===== src/rtl/sam_defs.vh =====
// constants for the split address / data multiplexed synchronous read port
// ----------------------------------------------------------------------------
// Behaviour
// [RULE1] avd low with output gate low latches the bus as upper address
// [RULE2] upper phase optional; a lone lower phase reuses the held upper part
// [RULE3] data drivers turn on only after a lower-address phase was received
// [RULE4] output gate ignored after returning high until next lower-address phase
// [RULE5] latency counts from edge sampling avd low to first data edge; default 15
// [RULE6] bus and strobes sampled on rising edge only while chip select is low
// ----------------------------------------------------------------------------
`ifndef SAM_DEFS_VH
`define SAM_DEFS_VH

`define SAM_BUS_W        16
`define SAM_LATENCY      15
`define SAM_FIFO_DEPTH   16
`define SAM_ST_IDLE      2'h0
`define SAM_ST_WAIT      2'h1
`define SAM_ST_BURST     2'h2

`endif


===== src/rtl/sam_fifo.v =====
// the buffer fifo module sits in the read port file, beside its only user


===== src/rtl/sam_read_port.v =====
// device-side read port of a split address / data multiplexed flash bus
`timescale 1ns/1ps
`include "sam_defs.vh"
module sam_read_port #(
    parameter BUS_W   = `SAM_BUS_W,
    parameter LATENCY = `SAM_LATENCY,
    parameter DEPTH   = `SAM_FIFO_DEPTH
) (
    // clock and reset
    input  wire             CLK,
    input  wire             RESET_N,
    // memory bus pins
    input  wire             CHIP_SELECT_N,
    input  wire             ADDRESS_VALID_N,
    input  wire             OUTPUT_ENABLE_N,
    input  wire             WRITE_ENABLE_N,
    input  wire [BUS_W-1:0] BUS_IN,
    output reg  [BUS_W-1:0] BUS_OUT,
    output reg              BUS_OE,
    output reg              READY,
    // array side: address out, data in through the fifo
    output reg  [2*BUS_W-1:0] ARRAY_ADDR,
    output reg              ARRAY_REQ,
    input  wire             ARRAY_VALID,
    output wire             ARRAY_READY,
    input  wire [BUS_W-1:0] ARRAY_DATA
);
    // ------------------------------------------------------------------------
    // pin synchronisers: three stages, change accepted when stages 2 and 3 agree
    // ------------------------------------------------------------------------
    localparam PW = BUS_W + 4;
    wire [PW-1:0] pin_raw = {CHIP_SELECT_N, ADDRESS_VALID_N, OUTPUT_ENABLE_N,
                             WRITE_ENABLE_N, BUS_IN};
    reg  [PW-1:0] s1;
    reg  [PW-1:0] s2;
    reg  [PW-1:0] s3;
    reg  [PW-1:0] pin;

    always @(posedge CLK or negedge RESET_N)
    begin
        if (!RESET_N)
        begin
            s1  <= {PW{1'b1}};
            s2  <= {PW{1'b1}};
            s3  <= {PW{1'b1}};
            pin <= {PW{1'b1}};
        end
        else
        begin
            s1 <= pin_raw;
            s2 <= s1;
            s3 <= s2;
            pin <= (s2 & s3) | (pin & (s2 ^ s3));
        end
    end

    wire             cs_n  = pin[PW-1];
    wire             avd_n = pin[PW-2];
    wire             oe_n  = pin[PW-3];
    wire             we_n  = pin[PW-4];
    wire [BUS_W-1:0] bus   = pin[BUS_W-1:0];

    // strobes only count while chip select is low
    wire sel       = ~cs_n;                          // RULE6
    wire upper_ph  = sel & ~avd_n & ~oe_n;           // RULE1
    wire lower_ph  = sel & ~avd_n & oe_n & we_n;     // RULE3

    // ------------------------------------------------------------------------
    // address capture and burst sequencing
    // ------------------------------------------------------------------------
    reg [BUS_W-1:0] upper;
    reg [1:0]       state;
    reg [7:0]       lat_cnt;
    reg             oe_armed;
    reg             fifo_flush;
    reg             lower_seen;
    reg             gate_used;
    wire            f_valid;
    wire [BUS_W-1:0] f_data;
    wire            f_pop = (state == `SAM_ST_BURST) & sel & ~oe_n & oe_armed & f_valid;
    // one request per address phase, however long the host holds it
    wire            lower_start = lower_ph & ~lower_seen;

    always @(posedge CLK or negedge RESET_N)
    begin
        if (!RESET_N)
        begin
            upper      <= {BUS_W{1'b0}};
            ARRAY_ADDR <= {(2*BUS_W){1'b0}};
            ARRAY_REQ  <= 1'b0;
            state      <= `SAM_ST_IDLE;
            lat_cnt    <= 8'h00;
            oe_armed   <= 1'b0;
            fifo_flush <= 1'b0;
            lower_seen <= 1'b0;
            gate_used  <= 1'b0;
            BUS_OUT    <= {BUS_W{1'b0}};
            BUS_OE     <= 1'b0;
            READY      <= 1'b0;
        end
        else
        begin
            ARRAY_REQ  <= 1'b0;
            fifo_flush <= 1'b0;
            lower_seen <= lower_ph;
            if (upper_ph)
                upper <= bus;                                        // RULE1
            if (!sel)
            begin
                // deselect ends the access and releases the bus
                state    <= `SAM_ST_IDLE;
                oe_armed <= 1'b0;
                BUS_OE   <= 1'b0;
                READY    <= 1'b0;
            end
            else if (lower_start)
            begin
                // the held upper part is reused when no upper phase came
                ARRAY_ADDR <= {upper, bus};                          // RULE2
                ARRAY_REQ  <= 1'b1;
                fifo_flush <= 1'b1;
                state      <= `SAM_ST_WAIT;
                lat_cnt    <= 8'h01;                                  // RULE5
                oe_armed   <= 1'b1;                                   // RULE3
                gate_used  <= 1'b0;
                BUS_OE     <= 1'b0;
                READY      <= 1'b0;
            end
            else
            begin
                // a gate that was never lowered for this access has not returned high
                if (oe_armed && !oe_n)
                    gate_used <= 1'b1;
                // gate released between accesses: disarm until next lower phase
                if (oe_n && gate_used)
                    oe_armed <= 1'b0;                                 // RULE4
                case (state)
                `SAM_ST_IDLE:
                begin
                    BUS_OE <= 1'b0;
                    READY  <= 1'b0;
                end
                `SAM_ST_WAIT:
                begin
                    if (lat_cnt >= LATENCY[7:0] - 8'h01)
                        state <= `SAM_ST_BURST;                      // RULE5
                    else
                        lat_cnt <= lat_cnt + 8'h01;
                end
                `SAM_ST_BURST:
                begin
                    BUS_OE <= oe_armed & ~oe_n;                      // RULE3 RULE4
                    READY  <= f_pop;
                    if (f_pop)
                        BUS_OUT <= f_data;
                end
                default:
                    state <= `SAM_ST_IDLE;
                endcase
            end
        end
    end

    // ------------------------------------------------------------------------
    // read data buffer; host output gate drains it, array stalls when full
    // ------------------------------------------------------------------------
    sam_fifo #(
        .WIDTH (BUS_W),
        .DEPTH (DEPTH),
        .AW    (4)
    ) u_fifo (
        .CLK       (CLK),
        .RESET_N   (RESET_N),
        .IN_VALID  (ARRAY_VALID),
        .IN_READY  (ARRAY_READY),
        .IN_DATA   (ARRAY_DATA),
        .OUT_VALID (f_valid),
        .OUT_READY (f_pop),
        .OUT_DATA  (f_data),
        .FLUSH     (fifo_flush)
    );
endmodule

// ----------------------------------------------------------------------------
// read data fifo: valid/ready on both sides, flush drops everything held
// ----------------------------------------------------------------------------
module sam_fifo #(
    parameter WIDTH = 16,
    parameter DEPTH = 16,
    parameter AW    = 4
) (
    // clock and reset
    input  wire             CLK,
    input  wire             RESET_N,
    // fill side
    input  wire             IN_VALID,
    output wire             IN_READY,
    input  wire [WIDTH-1:0] IN_DATA,
    // drain side
    output wire             OUT_VALID,
    input  wire             OUT_READY,
    output wire [WIDTH-1:0] OUT_DATA,
    // flush
    input  wire             FLUSH
);
    localparam LAST = DEPTH - 1;

    reg [WIDTH-1:0] mem [0:DEPTH-1];
    reg [AW-1:0]    wr_ptr;
    reg [AW-1:0]    rd_ptr;
    reg [AW:0]      count;
    wire            push;
    wire            pop;

    assign IN_READY  = (count != DEPTH[AW:0]);
    assign OUT_VALID = (count != {(AW+1){1'b0}});
    assign OUT_DATA  = mem[rd_ptr];
    assign push      = IN_VALID & IN_READY;
    assign pop       = OUT_VALID & OUT_READY;

    // storage has no reset: count and the read pointer say which slots hold data
    always @(posedge CLK)
    begin
        if (push)
            mem[wr_ptr] <= IN_DATA;
    end

    always @(posedge CLK or negedge RESET_N)
    begin
        if (!RESET_N)
        begin
            wr_ptr <= {AW{1'b0}};
            rd_ptr <= {AW{1'b0}};
            count  <= {(AW+1){1'b0}};
        end
        else if (FLUSH)
        begin
            wr_ptr <= {AW{1'b0}};
            rd_ptr <= {AW{1'b0}};
            count  <= {(AW+1){1'b0}};
        end
        else
        begin
            if (push)
                wr_ptr <= (wr_ptr == LAST[AW-1:0]) ? {AW{1'b0}} : wr_ptr + 1'b1;
            if (pop)
                rd_ptr <= (rd_ptr == LAST[AW-1:0]) ? {AW{1'b0}} : rd_ptr + 1'b1;
            if (push && !pop)
                count <= count + 1'b1;
            else if (pop && !push)
                count <= count - 1'b1;
        end
    end
endmodule


===== config.mk =====
export PLATFORM = sky130hd
export DESIGN_NAME = sam_read_port
export DESIGN_NICKNAME = d
export VERILOG_FILES = /design/src/rtl/sam_fifo.v /design/src/rtl/sam_read_port.v
export VERILOG_INCLUDE_DIRS = /design/src /design/src/rtl
export SDC_FILE = /design/constraint.sdc
export NUM_CORES = 1
export LEC_CHECK = 0
export BUFFER_PORTS_ARGS = -buffer_cell sky130_fd_sc_hd__buf_2
export CORE_ASPECT_RATIO = 1.75
export CORE_MARGIN = 8
export CORE_UTILIZATION = 45
export CTS_CLUSTER_DIAMETER = 30
export DETAILED_ROUTE_END_ITERATION = 7
export SETUP_SLACK_MARGIN = 0.4
export SYNTH_ARGS = -nofsm -noshare
export SYNTH_HDL_FRONTEND = slang
export SYNTH_SLANG_ARGS = --single-unit

===== constraint.sdc =====
create_clock -name CLK -period 3.8 [get_ports CLK]
set_input_delay 0 -clock CLK [delete_from_list [all_inputs] [get_ports CLK]]
set_output_delay 0 -clock CLK [all_outputs]
set_load 0.05 [all_outputs]

; ---- After elaboration in Yosys (flattened, before gate mapping)
; Memory sizes are Yosys's and may differ from the RTL's. A register that Yosys moved wholly into a read port is not among the register bits.
; Index checks and enable logic that the tools add are counted.
[totals]
ff_bits = 157
ram_bits = 256
in_bits = 39
output_inout_bits = 52
n_memories = 1
[mem_list]
columns = memory, depth, width, read_ports, rd_clocked_by_memory_dff, wr, line_no
row1 = u_fifo.mem, 16, 16, 1, 1, 1, sam_read_port.v:208  ; reg [WIDTH-1:0] mem [0:DEPTH-1];
[classes]
add_sub_neg = 5
magnitude_cmp = 1
n_eq_ne = 8
n_mux = 31
bitwise = 21
n_reduce_logical = 23
[op_table]
columns = cell, n
row1 = $and A20 B20 Y20, 2
row2 = $mux W4, 6
row3 = $mux W8, 3
row4 = $or A20 B20 Y20, 1
row5 = $xor A20 B20 Y20, 1
row6 = $mux W5, 3
row7 = $mux W1, 13
row8 = $and A1 B1 Y1, 12
row9 = $add A4 B1 Y4 const B, 2
row10 = $add A8 B1 Y8 const B, 1
row11 = $eq A4 B4 Y1 const B, 2
row12 = $ge A8 B4 Y1 const B, 1
row13 = $reduce_bool A2 Y1, 4
row14 = $mux W2, 3
row15 = $reduce_and A2 Y1, 3
row16 = $reduce_bool A3 Y1, 2
row17 = $add A5 B1 Y5 const B, 1
row18 = $ne A5 B5 Y1 const B, 1
row19 = $not A1 Y1, 5
row20 = $reduce_bool A5 Y1, 1
row21 = $sub A5 B1 Y5 const B, 1
row22 = $logic_and A1 B1 Y1, 4
row23 = $logic_not A1 Y1, 4
row24 = $ne A4 B4 Y1 const B, 1
row25 = other kinds (11), 12

; ---- Longest topological paths before layout
; Gate-level depths: netlist of the first run.
[depth]
ltp_word = 10
mapped_depth = 10
depth_no_buf = 9

; ---- Modules after synthesis
; From an unflattened synthesis of the first run, not the netlist that was laid out.
[unflattened]
hier_cells = 907
hier_area_um2 = 16513.3
[modules_own_cells]
columns = module, instances, cells_per_inst, area_per_inst_um2, seq_area_each_um2
row1 = sam_fifo, 1, 584, 10774.1, 8012.7
row2 = sam_read_port, 1, 323, 5739.3, 4103.9

; ---- Worst setup path after synthesis of the first run
; Ideal clock, no wire load.
[synth_timing]
path_type = flip-flop to flip-flop
start = reg u_fifo.count[0]
end = mem u_fifo.mem[2][0] (enable)
setup_ns = 0.409
arrival_ns = 2.443
path_slack_ns = 0.948
path_stages_with_launch = 6
n_path_buf = 1
period_less_slack_ns = 2.852
path_cell_list = dfrtp_1 > nor4_2 > a21boi_1 > clkbuf_1 > nand2_1 > nor3_1
[synth_via]
elab_chain_len = 4
[synth_lines]
columns = element, line_no
row1 = from (decl), sam_read_port.v:211  ; reg [AW:0] count;
row2 = from (signal assigned), sam_read_port.v:234  ; count <= {(AW+1){1'b0}};
row3 = from (signal assigned), sam_read_port.v:240  ; count <= {(AW+1){1'b0}};
row4 = from (signal assigned), sam_read_port.v:249  ; count <= count + 1'b1;
row5 = $ne A5 B5 Y1, sam_read_port.v:215  ; assign IN_READY = (count != DEPTH[AW:0]);
row6 = $and A1 B1 Y1, sam_read_port.v:218  ; assign push = IN_VALID & IN_READY;
row7 = $mux W1, sam_read_port.v:224  ; if (push)
row8 = $mux W1 (implied by the code), sam_read_port.v:225  ; mem[wr_ptr] <= IN_DATA;
row9 = to (decl), sam_read_port.v:208
; No other way between the ends.

; ---- Final worst setup path of the first run
[layout_timing]
start = reg u_fifo.count[0]
end = reg u_fifo.count[4]
[layout_via]
elab_chain_len = 7
word_cells_on_any_way = 15
[layout_lines]
columns = element
row1 = "parallel branches: the longest is 7 deep, another holds $sub A5 B1 Y5"
; Parallel ways; which one is timed is not known. The select of a mux whose other input is x is not followed.
; A chain may end at the register's enable or synchronous reset.

==> impl_metrics.py, run 1 <==
metrics = {
    "sta": {
        "hold_violations": 0,
        "whs_ns": 0.06330,
        "period_share_pct": 71.00,
        "worst-slew-pin-transition_ns": 1.023,
        "final.setup.worst_slack_ns": 1.102,
        "slew_headroom_pct": 31.83,
        "fin_crit_ns": 2.698,
        "skew_ns": 0.03020,
        "max_freq_ghz": 0.3706,
        "setup_tns_ns": 0,
        "slew_violations": 0,
        "setup_viol": 0,
        "grt_setup_unrepaired": "no",
    },
    "yosys": {
        "syn_inst": 883,
        "ys_async_sr_fraction_pct": 40.33,
        "synth_edf_count": 256,
        "seq_area_frac_synth_pct": 75.69,
        "ys_ff_latch": 429,
        "synth.most_common_cell": "edfxtp_1",
        "synth_area_leader_cell": "edfxtp_1",
        "post-synth-top-area-fraction_pct": 48.02,
        "ys_types": 45,
        "ys_top_cells_by_count": "edfxtp_1 (256), dfrtp_1 (93), dfstp_2 (80)",
        "synth-main-ff-cell": "edfxtp_1",
        "synth_area_um2": 16010,
        "synthTopCellsByArea": "edfxtp_1 (48%), dfrtp_1 (15%), dfstp_2 (13%)",
        "synth_nets": 954,
        "syn_avg_cell_area_um2": 18.13,
        "ys_warn_count": 0,
    },
    "floorplan": {
        "core-area_um2": 35180,
        "fp.dieArea_um2": 42110,
        "io_pins": 91,
        "die_h_um": 265.5,
        "die_w_um": 158.6,
        "initial_core_util_pct": 45.50,
        "rows": 91,
    },
    "route": {
        "vias": 8415,
        "routed_wl_um": 34760,
        "avgRoutedWirePerCell_um": 22.03,
        "dr.pass1.iters": 5,
        "drtIter0Drc": 431,
        "drtAntennaViolNets": 0,
        "vias_per_cell": 5.333,
        "drc": 0,
    },
    "clock_network": {
        "clock_path_buffers": 3,
        "cts_resized": 0,
        "post_cts_buffers": 0,
        "clkTransAtPathRegs_ns": 0.06,
        "root_buffer": "clkbuf_16",
        "clkLatencyLatePin_ns": 0.59,
        "numCtsBuffers": 57,
        "cts.sinks": 429,
        "cts_hold_buf": 37,
        "cts_tree": "built",
        "cts_max_level": 2,
    },
    "layout": {
        "syn_to_final_growth_pct": 22.03,
        "drive_above_1_share_pct": 35.94,
        "n_antenna_cell": 0,
        "fin_area_um2": 19540,
        "fin_nets": 1136,
    },
    "global_routing": {
        "grtUsageMet3_pct": 3.234,
        "antenna_found_initial": 0,
        "grt_max_degree": 123,
        "globalRouteMet1Util_pct": 18.68,
        "top_usage_layer": "met2",
        "gr-total-overflow": 0,
        "grt_first_pass_wirelength_um": 52440,
        "grt_use_met2_pct": 29.89,
        "track_usage_pct": 16.76,
        "grt_pass1_vias": 8863,
    },
    "critical_path": {
        "cp_slowest_cell": "nor4_2",
        "end_kind": "register",
        "worst_setup_path_start_kind": "register",
        "worstSetupPathType": "reg2reg",
        "cpPeakStageDelay_ns": 0.51,
        "critical_path_arrival_ns": 3.18,
        "crit_required_ns": 4.28,
        "crit_family": "simple AND/OR/NAND/NOR gates",
        "crit_buf_inv": 0,
        "crit_chain": "nor4_2 -> a211oi_4 -> nand2b_1 -> fa_1 -> a21o_1 -> a21oi_1 -> nand3b_1 -> and3_1 -> nor3_1",
        "worst-path-max-fanout": 5,
    },
    "power": {
        "peakVddDrop_uv": 396.3,
        "pwr-share-comb_pct": 14.5,
        "p_int_w": 0.009430,
        "p_clk_share_pct": 40.2,
        "seq_power_share_pct": 45.3,
        "power_density_nw_per_um2": 666.2,
        "power.switching_w": 0.003584,
        "switching_share_pct": 27.54,
        "p_leak_nw": 7.357,
    },
    "placed_design": {
        "place.gp.congestion": 0.7635,
        "hpwl_um": 21050,
        "portBuffers": 90,
        "pre_cts_slack_ns": 1.110,
        "dpl-instance-area_um2": 17250,
    },
    "min_path": {
        "min_path_type": "in2reg",
    },
    "outcome": {
        "status": "finished clean",
    },
    "run": {
        "cap_violations": 0,
    },
}
[power groups by stage]
| stage | clock network [W] | registers (W) | logic (W) |
|---|---|---|---|
| 6_report | 0.00523 | 0.00589 | 0.00189 |
| 5_1_grt | 0.00555 | 0.00596 | 0.00204 |
| 4_1_cts | 0.00536 | 0.00590 | 0.00194 |
| 3_5_place_dp | 0 | 0.00598 | 0.00190 |
| 3_3_place_gp | 0 | 0.00596 | 0.00187 |
| 2_1_floorplan | 0 | 0.00649 | 0.000735 |
[path summary, 6_finish.rpt]
kind	startpoint	cells past startpoint	end	slack, ns
min reg2reg	s1[2]	0	s2[2]	0.35
min	BUS_IN[3]	2	s1[3]	0.06
max reg2reg	u_fifo.count[0]	9	u_fifo.count[4]	1.10
max	u_fifo.count[0]	9	u_fifo.count[4]	1.10
min in group asynchronous	RESET_N	2	ARRAY_ADDR[3]	0.14
max in group asynchronous	RESET_N	3	s1[17]	2.68
[per-stage QoR]
stage,utilization [%],power [W],std cells
global route,55.53,0.01355,1578
floorplan,-,0.007221,883
global placement,49.02,0.007829,1434
detailed placement,49.02,0.007882,1434
finish,55.53,0.01301,1578
CTS,55.53,0.01320,1578
[cell type report]
| class | count | area [um^2] |
|---|---|---|
| clock buffers | 74 | 1560 |
| clock inverters | 33 | 360.3 |
| fillers | 2763 | 15650 |
| inverters | 5 | 18.77 |
| multi-input cells | 408 | 3736 |
| flip-flops and latches | 429 | 12120 |
| well taps | 465 | 581.8 |
| repair buffers | 164 | 1157 |
[cell usage in the layout, fill, tap and decap left out, types with 4 or more instances in the layout]
cell type,count
a211oi_1,17
a21o_1,22
a21oi_1,11
a31oi_1,16
buf_12,4
buf_2,89
buf_4,33
bufinv_16,4
clkbuf_1,10
clkbuf_16,57
clkbuf_8,8
clkinv_2,5
clkinv_4,5
clkinvlp_4,7
dfrtp_1,91
dfstp_2,80
dlygate4sd3_1,37
edfxtp_1,256
ha_1,31
inv_1,5
inv_8,4
mux2_2,49
mux2i_1,64
mux4_2,34
nand2_1,28
nand2b_1,4
nand3_1,4
nor2_1,48
nor2b_1,5
nor3_2,5
o22ai_1,31
xor2_1,4
[state kept, by name, summed over array words and instances, names as in the netlist, 5 cells and up]
register      flops
u_fifo.count      5
s2               20
ARRAY_ADDR       32
s1               20
upper            16
u_fifo.mem      256
pin              20
lat_cnt           8
s3               20
BUS_OUT          16
[logic make-up after synthesis]
group | count (synthesis) | share of synthesized area [%]
xor+xnor | 7 | 0.4299
flops | 429 | 75.69
compound gates | 108 | 4.604
buf+inv | 46 | 1.196
fa+ha+maj | 32 | 2.548
mux | 147 | 12.23
simple gates | 114 | 3.306
[worst register-to-register path: stages, from the launching register on]
cell	delay [ns]
dfrtp_1	0.44
nor4_2	0.51
a211oi_4	0.12
nand2b_1	0.25
fa_1	0.44
a21o_1	0.19
a21oi_1	0.18
nand3b_1	0.12
and3_1	0.20
nor3_1	0.16
[metal layers]
layer / routed length [um] / up-vias
met3: 1843 / 76
met1: 12930 / 4334
met2: 18580 / 246
met4: 1407 / 0
met5: 0 / -
li1: - / 3759
No activity file was read; power rests on OpenSTA's default activity.
==> inputs of run 2 (changes only) <==
==> constraint.sdc (replaced) <==
create_clock -name CLK -period 2.2 [get_ports CLK]
set_input_delay 0 -clock CLK [delete_from_list [all_inputs] [get_ports CLK]]
set_output_delay 0 -clock CLK [all_outputs]
set_load 0.05 [all_outputs]
==> run 2 against run 1 <==
The run now ends with setup timing left. Sequential share of layout area down 5.9 points. Die area unchanged. Clock power up 74%. Sequential cell count unchanged. Clock-buffer cell count down 11. Critical path depth up 1. Critical endpoint unchanged. Largest power group unchanged.
==> impl_metrics.py, run 2 (same netlist as run 1, synthesis figures left out) <==
metrics = {
    "sta": {
        "period_share_pct": 104.9,
        "setup_viol": 24,
        "hold_violations": 0,
        "final.setup.worst_slack_ns": -0.1085,
        "slew_violations": 0,
        "grt_setup_unrepaired": "yes",
        "slew_headroom_pct": 63.23,
        "skew_ns": 0.02112,
        "fin_crit_ns": 2.309,
        "max_freq_ghz": 0.4332,
        "worst-slew-pin-transition_ns": 0.5516,
    },
    "placed_design": {
        "dpl-instance-area_um2": 17580,
        "portBuffers": 90,
        "hpwl_um": 20540,
        "place.gp.congestion": 0.7281,
        "placed_cells": 1450,
    },
    "layout": {
        "fill_cells": 2480,
        "multiInputGateArea_um2": 4324,
        "top_regs": "u_fifo.mem (256), ARRAY_ADDR (32)",
        "syn_to_final_growth_pct": 34.94,
        "seqCellArea_um2": 12120,
        "fin_util_pct": 61.40,
        "largest_reg_flops": 256,
        "regMostFlops": "u_fifo.mem",
        "stdcell_count": 1666,
        "fin_nets": 1226,
        "final_cell_mix": "edfxtp_1 (256), dfrtp_1 (90), buf_2 (88)",
        "fin_area_um2": 21600,
        "drive_above_1_share_pct": 46.29,
        "n_antenna_cell": 0,
        "layout_commonest_cell": "edfxtp_1",
    },
    "critical_path": {
        "crit_required_ns": 2.69,
        "crit_chain": "nor4_4 -> buf_4 -> a21boi_4 -> nand2b_4 -> fa_2 -> a21o_1 -> a21oi_2 -> or3b_4 -> and3_1 -> nor3_2",
        "end_kind": "register",
        "crit_family": "simple AND/OR/NAND/NOR gates",
        "worstSetupPathType": "reg2reg",
        "path_depth": 10,
        "r2r_cells": 10,
        "crit_buf_inv": 1,
        "worst-path-max-fanout": 4,
        "critical_path_arrival_ns": 2.80,
        "cp_slowest_cell": "dfrtp_2",
        "worst_setup_path_start_kind": "register",
        "cpPeakStageDelay_ns": 0.42,
    },
    "clock_network": {
        "clock_path_buffers": 3,
        "cts_max_level": 2,
        "cts.sinks": 429,
        "root_buffer": "clkbuf_16",
        "cts_tree": "built",
        "numCtsBuffers": 54,
        "clkLatencyLatePin_ns": 0.58,
        "clkTransAtPathRegs_ns": 0.06,
    },
    "global_routing": {
        "antenna_found_initial": 0,
        "track_usage_pct": 18.39,
        "grt_pass1_vias": 9526,
        "grt_max_degree": 56,
        "grt_first_pass_wirelength_um": 57370,
        "gr-total-overflow": 0,
    },
    "power": {
        "seq_power_share_pct": 42.7,
        "p_clk_share_pct": 38.1,
        "peakVddDrop_uv": 691.4,
        "power_density_nw_per_um2": 1106,
        "p_int_w": 0.01704,
        "p_leak_nw": 8.218,
        "pwr-share-comb_pct": 19.3,
        "power.switching_w": 0.006856,
        "switching_share_pct": 28.68,
    },
    "route": {
        "avgRoutedWirePerCell_um": 23.52,
        "dr.pass1.iters": 5,
        "drtIter0Drc": 485,
        "vias_per_cell": 5.317,
        "vias": 8858,
        "drtAntennaViolNets": 0,
        "routed_wl_um": 39190,
        "drc": 0,
    },
    "min_path": {
        "hold_path_depth": 2,
        "min_path_type": "in2reg",
    },
    "floorplan": {
        "fp.dieArea_um2": 42110,
        "initial_core_util_pct": 45.50,
        "rows": 91,
        "die_w_um": 158.6,
        "io_pins": 91,
        "die_h_um": 265.5,
        "core-area_um2": 35180,
    },
    "outcome": {
        "violations": "setup timing",
        "status": "complete, but fails checks",
    },
    "run": {
        "cap_violations": 0,
    },
}
-- run 2: cell count changes in the layout (fill, tap and decap cells not counted), sizes merged --
cell,before,now
bufbuf,0,1
bufinv,4,5
clkbuf,75,70
inv,13,20
or3b,3,4
buf,126,211
clkinv,14,12
-- run 2: what timing repair did --
item                                   4_1_cts  5_1_grt
endpoints found under the hold margin      389        0
pin swaps                                   16        9
cloned                                      10        7
setup endpoints to repair                  321      312
hold buffers                                38        0
buffers inserted                            40       19
resized for setup                           84       73
-- run 2: through the flow --
step | hold WS [ns] | power, W | setup WS (ns) | setup TNS [ns]
floorplan | -0.2956 | 0.01265 | -0.3018 | -0.3526
detailed placement | 0.01305 | 0.01406 | -0.1493 | -5.882
finish | 0.06745 | 0.02390 | -0.1085 | -0.2360
global placement | 0.01074 | 0.01395 | -0.1384 | -3.139
global route | 0.04078 | 0.02484 | -0.2523 | -7.598
CTS | 0.03357 | 0.02387 | -0.1201 | -0.1201
-- run 2: final cells by class --
class,instances,area share (%)
flip-flops and latches,429,56.12
multi-input cells,409,20.02
repair buffers,256,12.29
clock buffers,63,6.747
well taps,465,2.693
clock inverters,39,2.050
inverters,5,0.08688
-- run 2: worst reg2reg max path, cell delays in order (launching register included) --
cell      delay, ns
dfrtp_2        0.42
nor4_4         0.38
buf_4          0.20
a21boi_4       0.06
nand2b_4       0.11
fa_2           0.21
a21o_1         0.12
a21oi_2        0.05
or3b_4         0.40
and3_1         0.18
nor3_2         0.09
-- run 2: final timing paths --
check                           startpoint              end  slack [ns]
max                        u_fifo.count[0]  u_fifo.count[4]       -0.11
max in group asynchronous          RESET_N            s1[7]        1.63
min                             BUS_IN[13]           s1[13]        0.07
min in group asynchronous          RESET_N           pin[4]        0.12
max reg2reg                u_fifo.count[0]  u_fifo.count[4]       -0.11
min reg2reg                          s1[7]            s2[7]        0.35
-- run 2: metal layers --
metal	track usage, %	routed length, um
met5	0	0
met4	8.037	1838
met3	2.942	1852
met2	33.95	21410
met1	20.14	14090
-- run 2: power groups by stage --
stage	Combinational (W)	Sequential (W)	Clock, W
global placement	0.00368	0.0103	0
global route	0.00491	0.0103	0.00963
finish	0.00461	0.0102	0.00909
floorplan	0.00144	0.0112	0
CTS	0.00439	0.0102	0.00929
detailed placement	0.00374	0.0103	0
==> inputs of run 3 (changes only) <==
==> constraint.sdc (replaced) <==
create_clock -name CLK -period 2.3 [get_ports CLK]
set_input_delay 0 -clock CLK [delete_from_list [all_inputs] [get_ports CLK]]
set_output_delay 0 -clock CLK [all_outputs]
set_load 0.05 [all_outputs]
==> run 3 against run 2 <==
The run ends with hold timing, setup timing left. Register-to-register slack better by 0.05 ns. Clock skew hardly changed. Hold slack lost 0.091 ns. Core utilization decreased by 2.6 points. First-iteration DRC count shrank 19%. Setup slack improved by 0.048 ns.
==> impl_metrics.py, run 3 (same netlist as run 1, synthesis figures left out) <==
metrics = {
    "floorplan": {
        "rows": 91,
        "fp.dieArea_um2": 42110,
        "initial_core_util_pct": 45.50,
        "core-area_um2": 35180,
        "die_w_um": 158.6,
        "die_h_um": 265.5,
        "io_pins": 91,
    },
    "route": {
        "avgRoutedWirePerCell_um": 22.26,
        "vias": 8596,
        "drtAntennaViolNets": 0,
        "vias_per_cell": 5.274,
        "dr.pass1.iters": 4,
        "drtIter0Drc": 391,
        "routed_wl_um": 36290,
        "drc": 0,
    },
    "critical_path": {
        "worstSetupPathType": "reg2reg",
        "cp_slowest_cell": "or3b_4",
        "r2r_setup_slack_ns": -0.06,
        "crit_buf_inv": 0,
        "crit_chain": "or3b_4 -> a211oi_4 -> nand2b_4 -> fa_2 -> a21o_1 -> a21oi_2 -> or3b_1 -> a21oi_1 -> nor3_1",
        "cpPeakStageDelay_ns": 0.40,
        "end_kind": "register",
        "r2r_cells": 9,
        "worst_setup_path_start_kind": "register",
        "worst-path-max-fanout": 4,
        "r2r_end": "u_fifo.count[4]",
        "crit_required_ns": 2.74,
        "crit_family": "simple AND/OR/NAND/NOR gates",
        "r2r_start": "pin[17]",
        "critical_path_arrival_ns": 2.80,
    },
    "global_routing": {
        "grt_max_degree": 76,
        "grt_first_pass_wirelength_um": 54810,
        "track_usage_pct": 17.54,
        "antenna_found_initial": 0,
        "gr-total-overflow": 0,
        "grt_pass1_vias": 9273,
    },
    "sta": {
        "skew_ns": 0.02071,
        "worst-slew-pin-transition_ns": 0.6089,
        "whs_ns": -0.02366,
        "setup_viol": 1,
        "final.setup.worst_slack_ns": -0.06098,
        "hold_violations": 13,
        "fin_crit_ns": 2.361,
        "grt_setup_unrepaired": "yes",
        "period_share_pct": 102.7,
        "max_freq_ghz": 0.4236,
        "slew_violations": 0,
        "slew_headroom_pct": 59.41,
    },
    "layout": {
        "regMostFlops": "u_fifo.mem",
        "final_cell_mix": "edfxtp_1 (256), dfrtp_1 (90), buf_2 (89)",
        "fin_area_um2": 20680,
        "drive_above_1_share_pct": 41.29,
        "top_regs": "u_fifo.mem (256), ARRAY_ADDR (32)",
        "fin_nets": 1185,
        "n_antenna_cell": 0,
        "layout_commonest_cell": "edfxtp_1",
        "largest_reg_flops": 256,
        "syn_to_final_growth_pct": 29.18,
    },
    "clock_network": {
        "clkTransAtPathRegs_ns": 0.06,
        "cts.sinks": 429,
        "cts_tree": "built",
        "cts_max_level": 2,
        "root_buffer": "clkbuf_16",
        "clock_path_buffers": 3,
        "numCtsBuffers": 59,
        "clkLatencyLatePin_ns": 0.59,
    },
    "power": {
        "p_leak_nw": 7.810,
        "peakVddDrop_uv": 817.9,
        "p_total_w": 0.02248,
        "power_density_nw_per_um2": 1087,
    },
    "min_path": {
        "min_path_type": "in2async",
    },
    "outcome": {
        "status": "complete, but fails checks",
        "violations": "hold timing, setup timing",
    },
    "run": {
        "cap_violations": 0,
    },
    "placed_design": {
        "place.gp.congestion": 0.7336,
        "dpl-instance-area_um2": 17760,
        "hpwl_um": 21130,
        "portBuffers": 90,
    },
}
-- run 3: repair_timing --
action                                  4_1_cts  5_1_grt
pin swaps                                     9        6
hold buffers                                 37        0
cloned                                        3        3
hold endpoints to repair                    393        0
buffers inserted                              7       11
resized for setup                            19       17
endpoints found under the setup margin      281      296
-- run 3: layout make-up --
type	instances	area, um^2
Inverter	5	18.77
Tap cell	465	581.8
Clock buffer	73	1602
Sequential cell	429	12120
Multi-Input combinational cell	408	3981
Fill cell	2607	14500
Clock inverter	39	446.7
Timing Repair Buffer	211	1928
-- run 3: worst max-delay path by stage --
stage                          startpoint               to  slack, ns  cells after the start
after floorplan                   pin[19]  u_fifo.count[4]      -0.20                     10
after global placement    u_fifo.count[0]  u_fifo.count[4]      -0.02                      9
after detailed placement  u_fifo.count[0]  u_fifo.count[4]      -0.02                      9
after CTS                         pin[17]  u_fifo.count[4]       0.02                      9
after global routing              pin[17]  u_fifo.count[4]      -0.12                      9
final                             pin[17]  u_fifo.count[4]      -0.06                      9
-- run 3: per-layer routing --
layer	track usage, %	wire length [um]
met5	0	0
met4	8.549	1650
met3	3.169	1522
met2	32.23	19830
met1	18.75	13290
-- run 3: stage by stage --
step                      hold WS [ns]   TNS, ns  util [%]  cells  worst slack [ns]
after floorplan                -0.2956   -0.2018         -    883           -0.2018
after global placement         0.06218  -0.01529     50.47   1457          -0.01529
after detailed placement       0.06110  -0.02403     50.47   1457          -0.02403
after CTS                      0.01232         0     58.10   1616           0.02108
after global routing           0.03686   -0.1540     58.78   1630           -0.1170
final                         -0.02366  -0.06098     58.78   1630          -0.06098
-- run 3: power by group --
group | internal (W) | leakage (nW) | switching [W]
Combinational | 0.00129 | 2.48 | 0.00239
Sequential | 0.00925 | 4.34 | 0.000435
Clock | 0.00554 | 0.987 | 0.00357
Total | 0.0161 | 7.81 | 0.00640
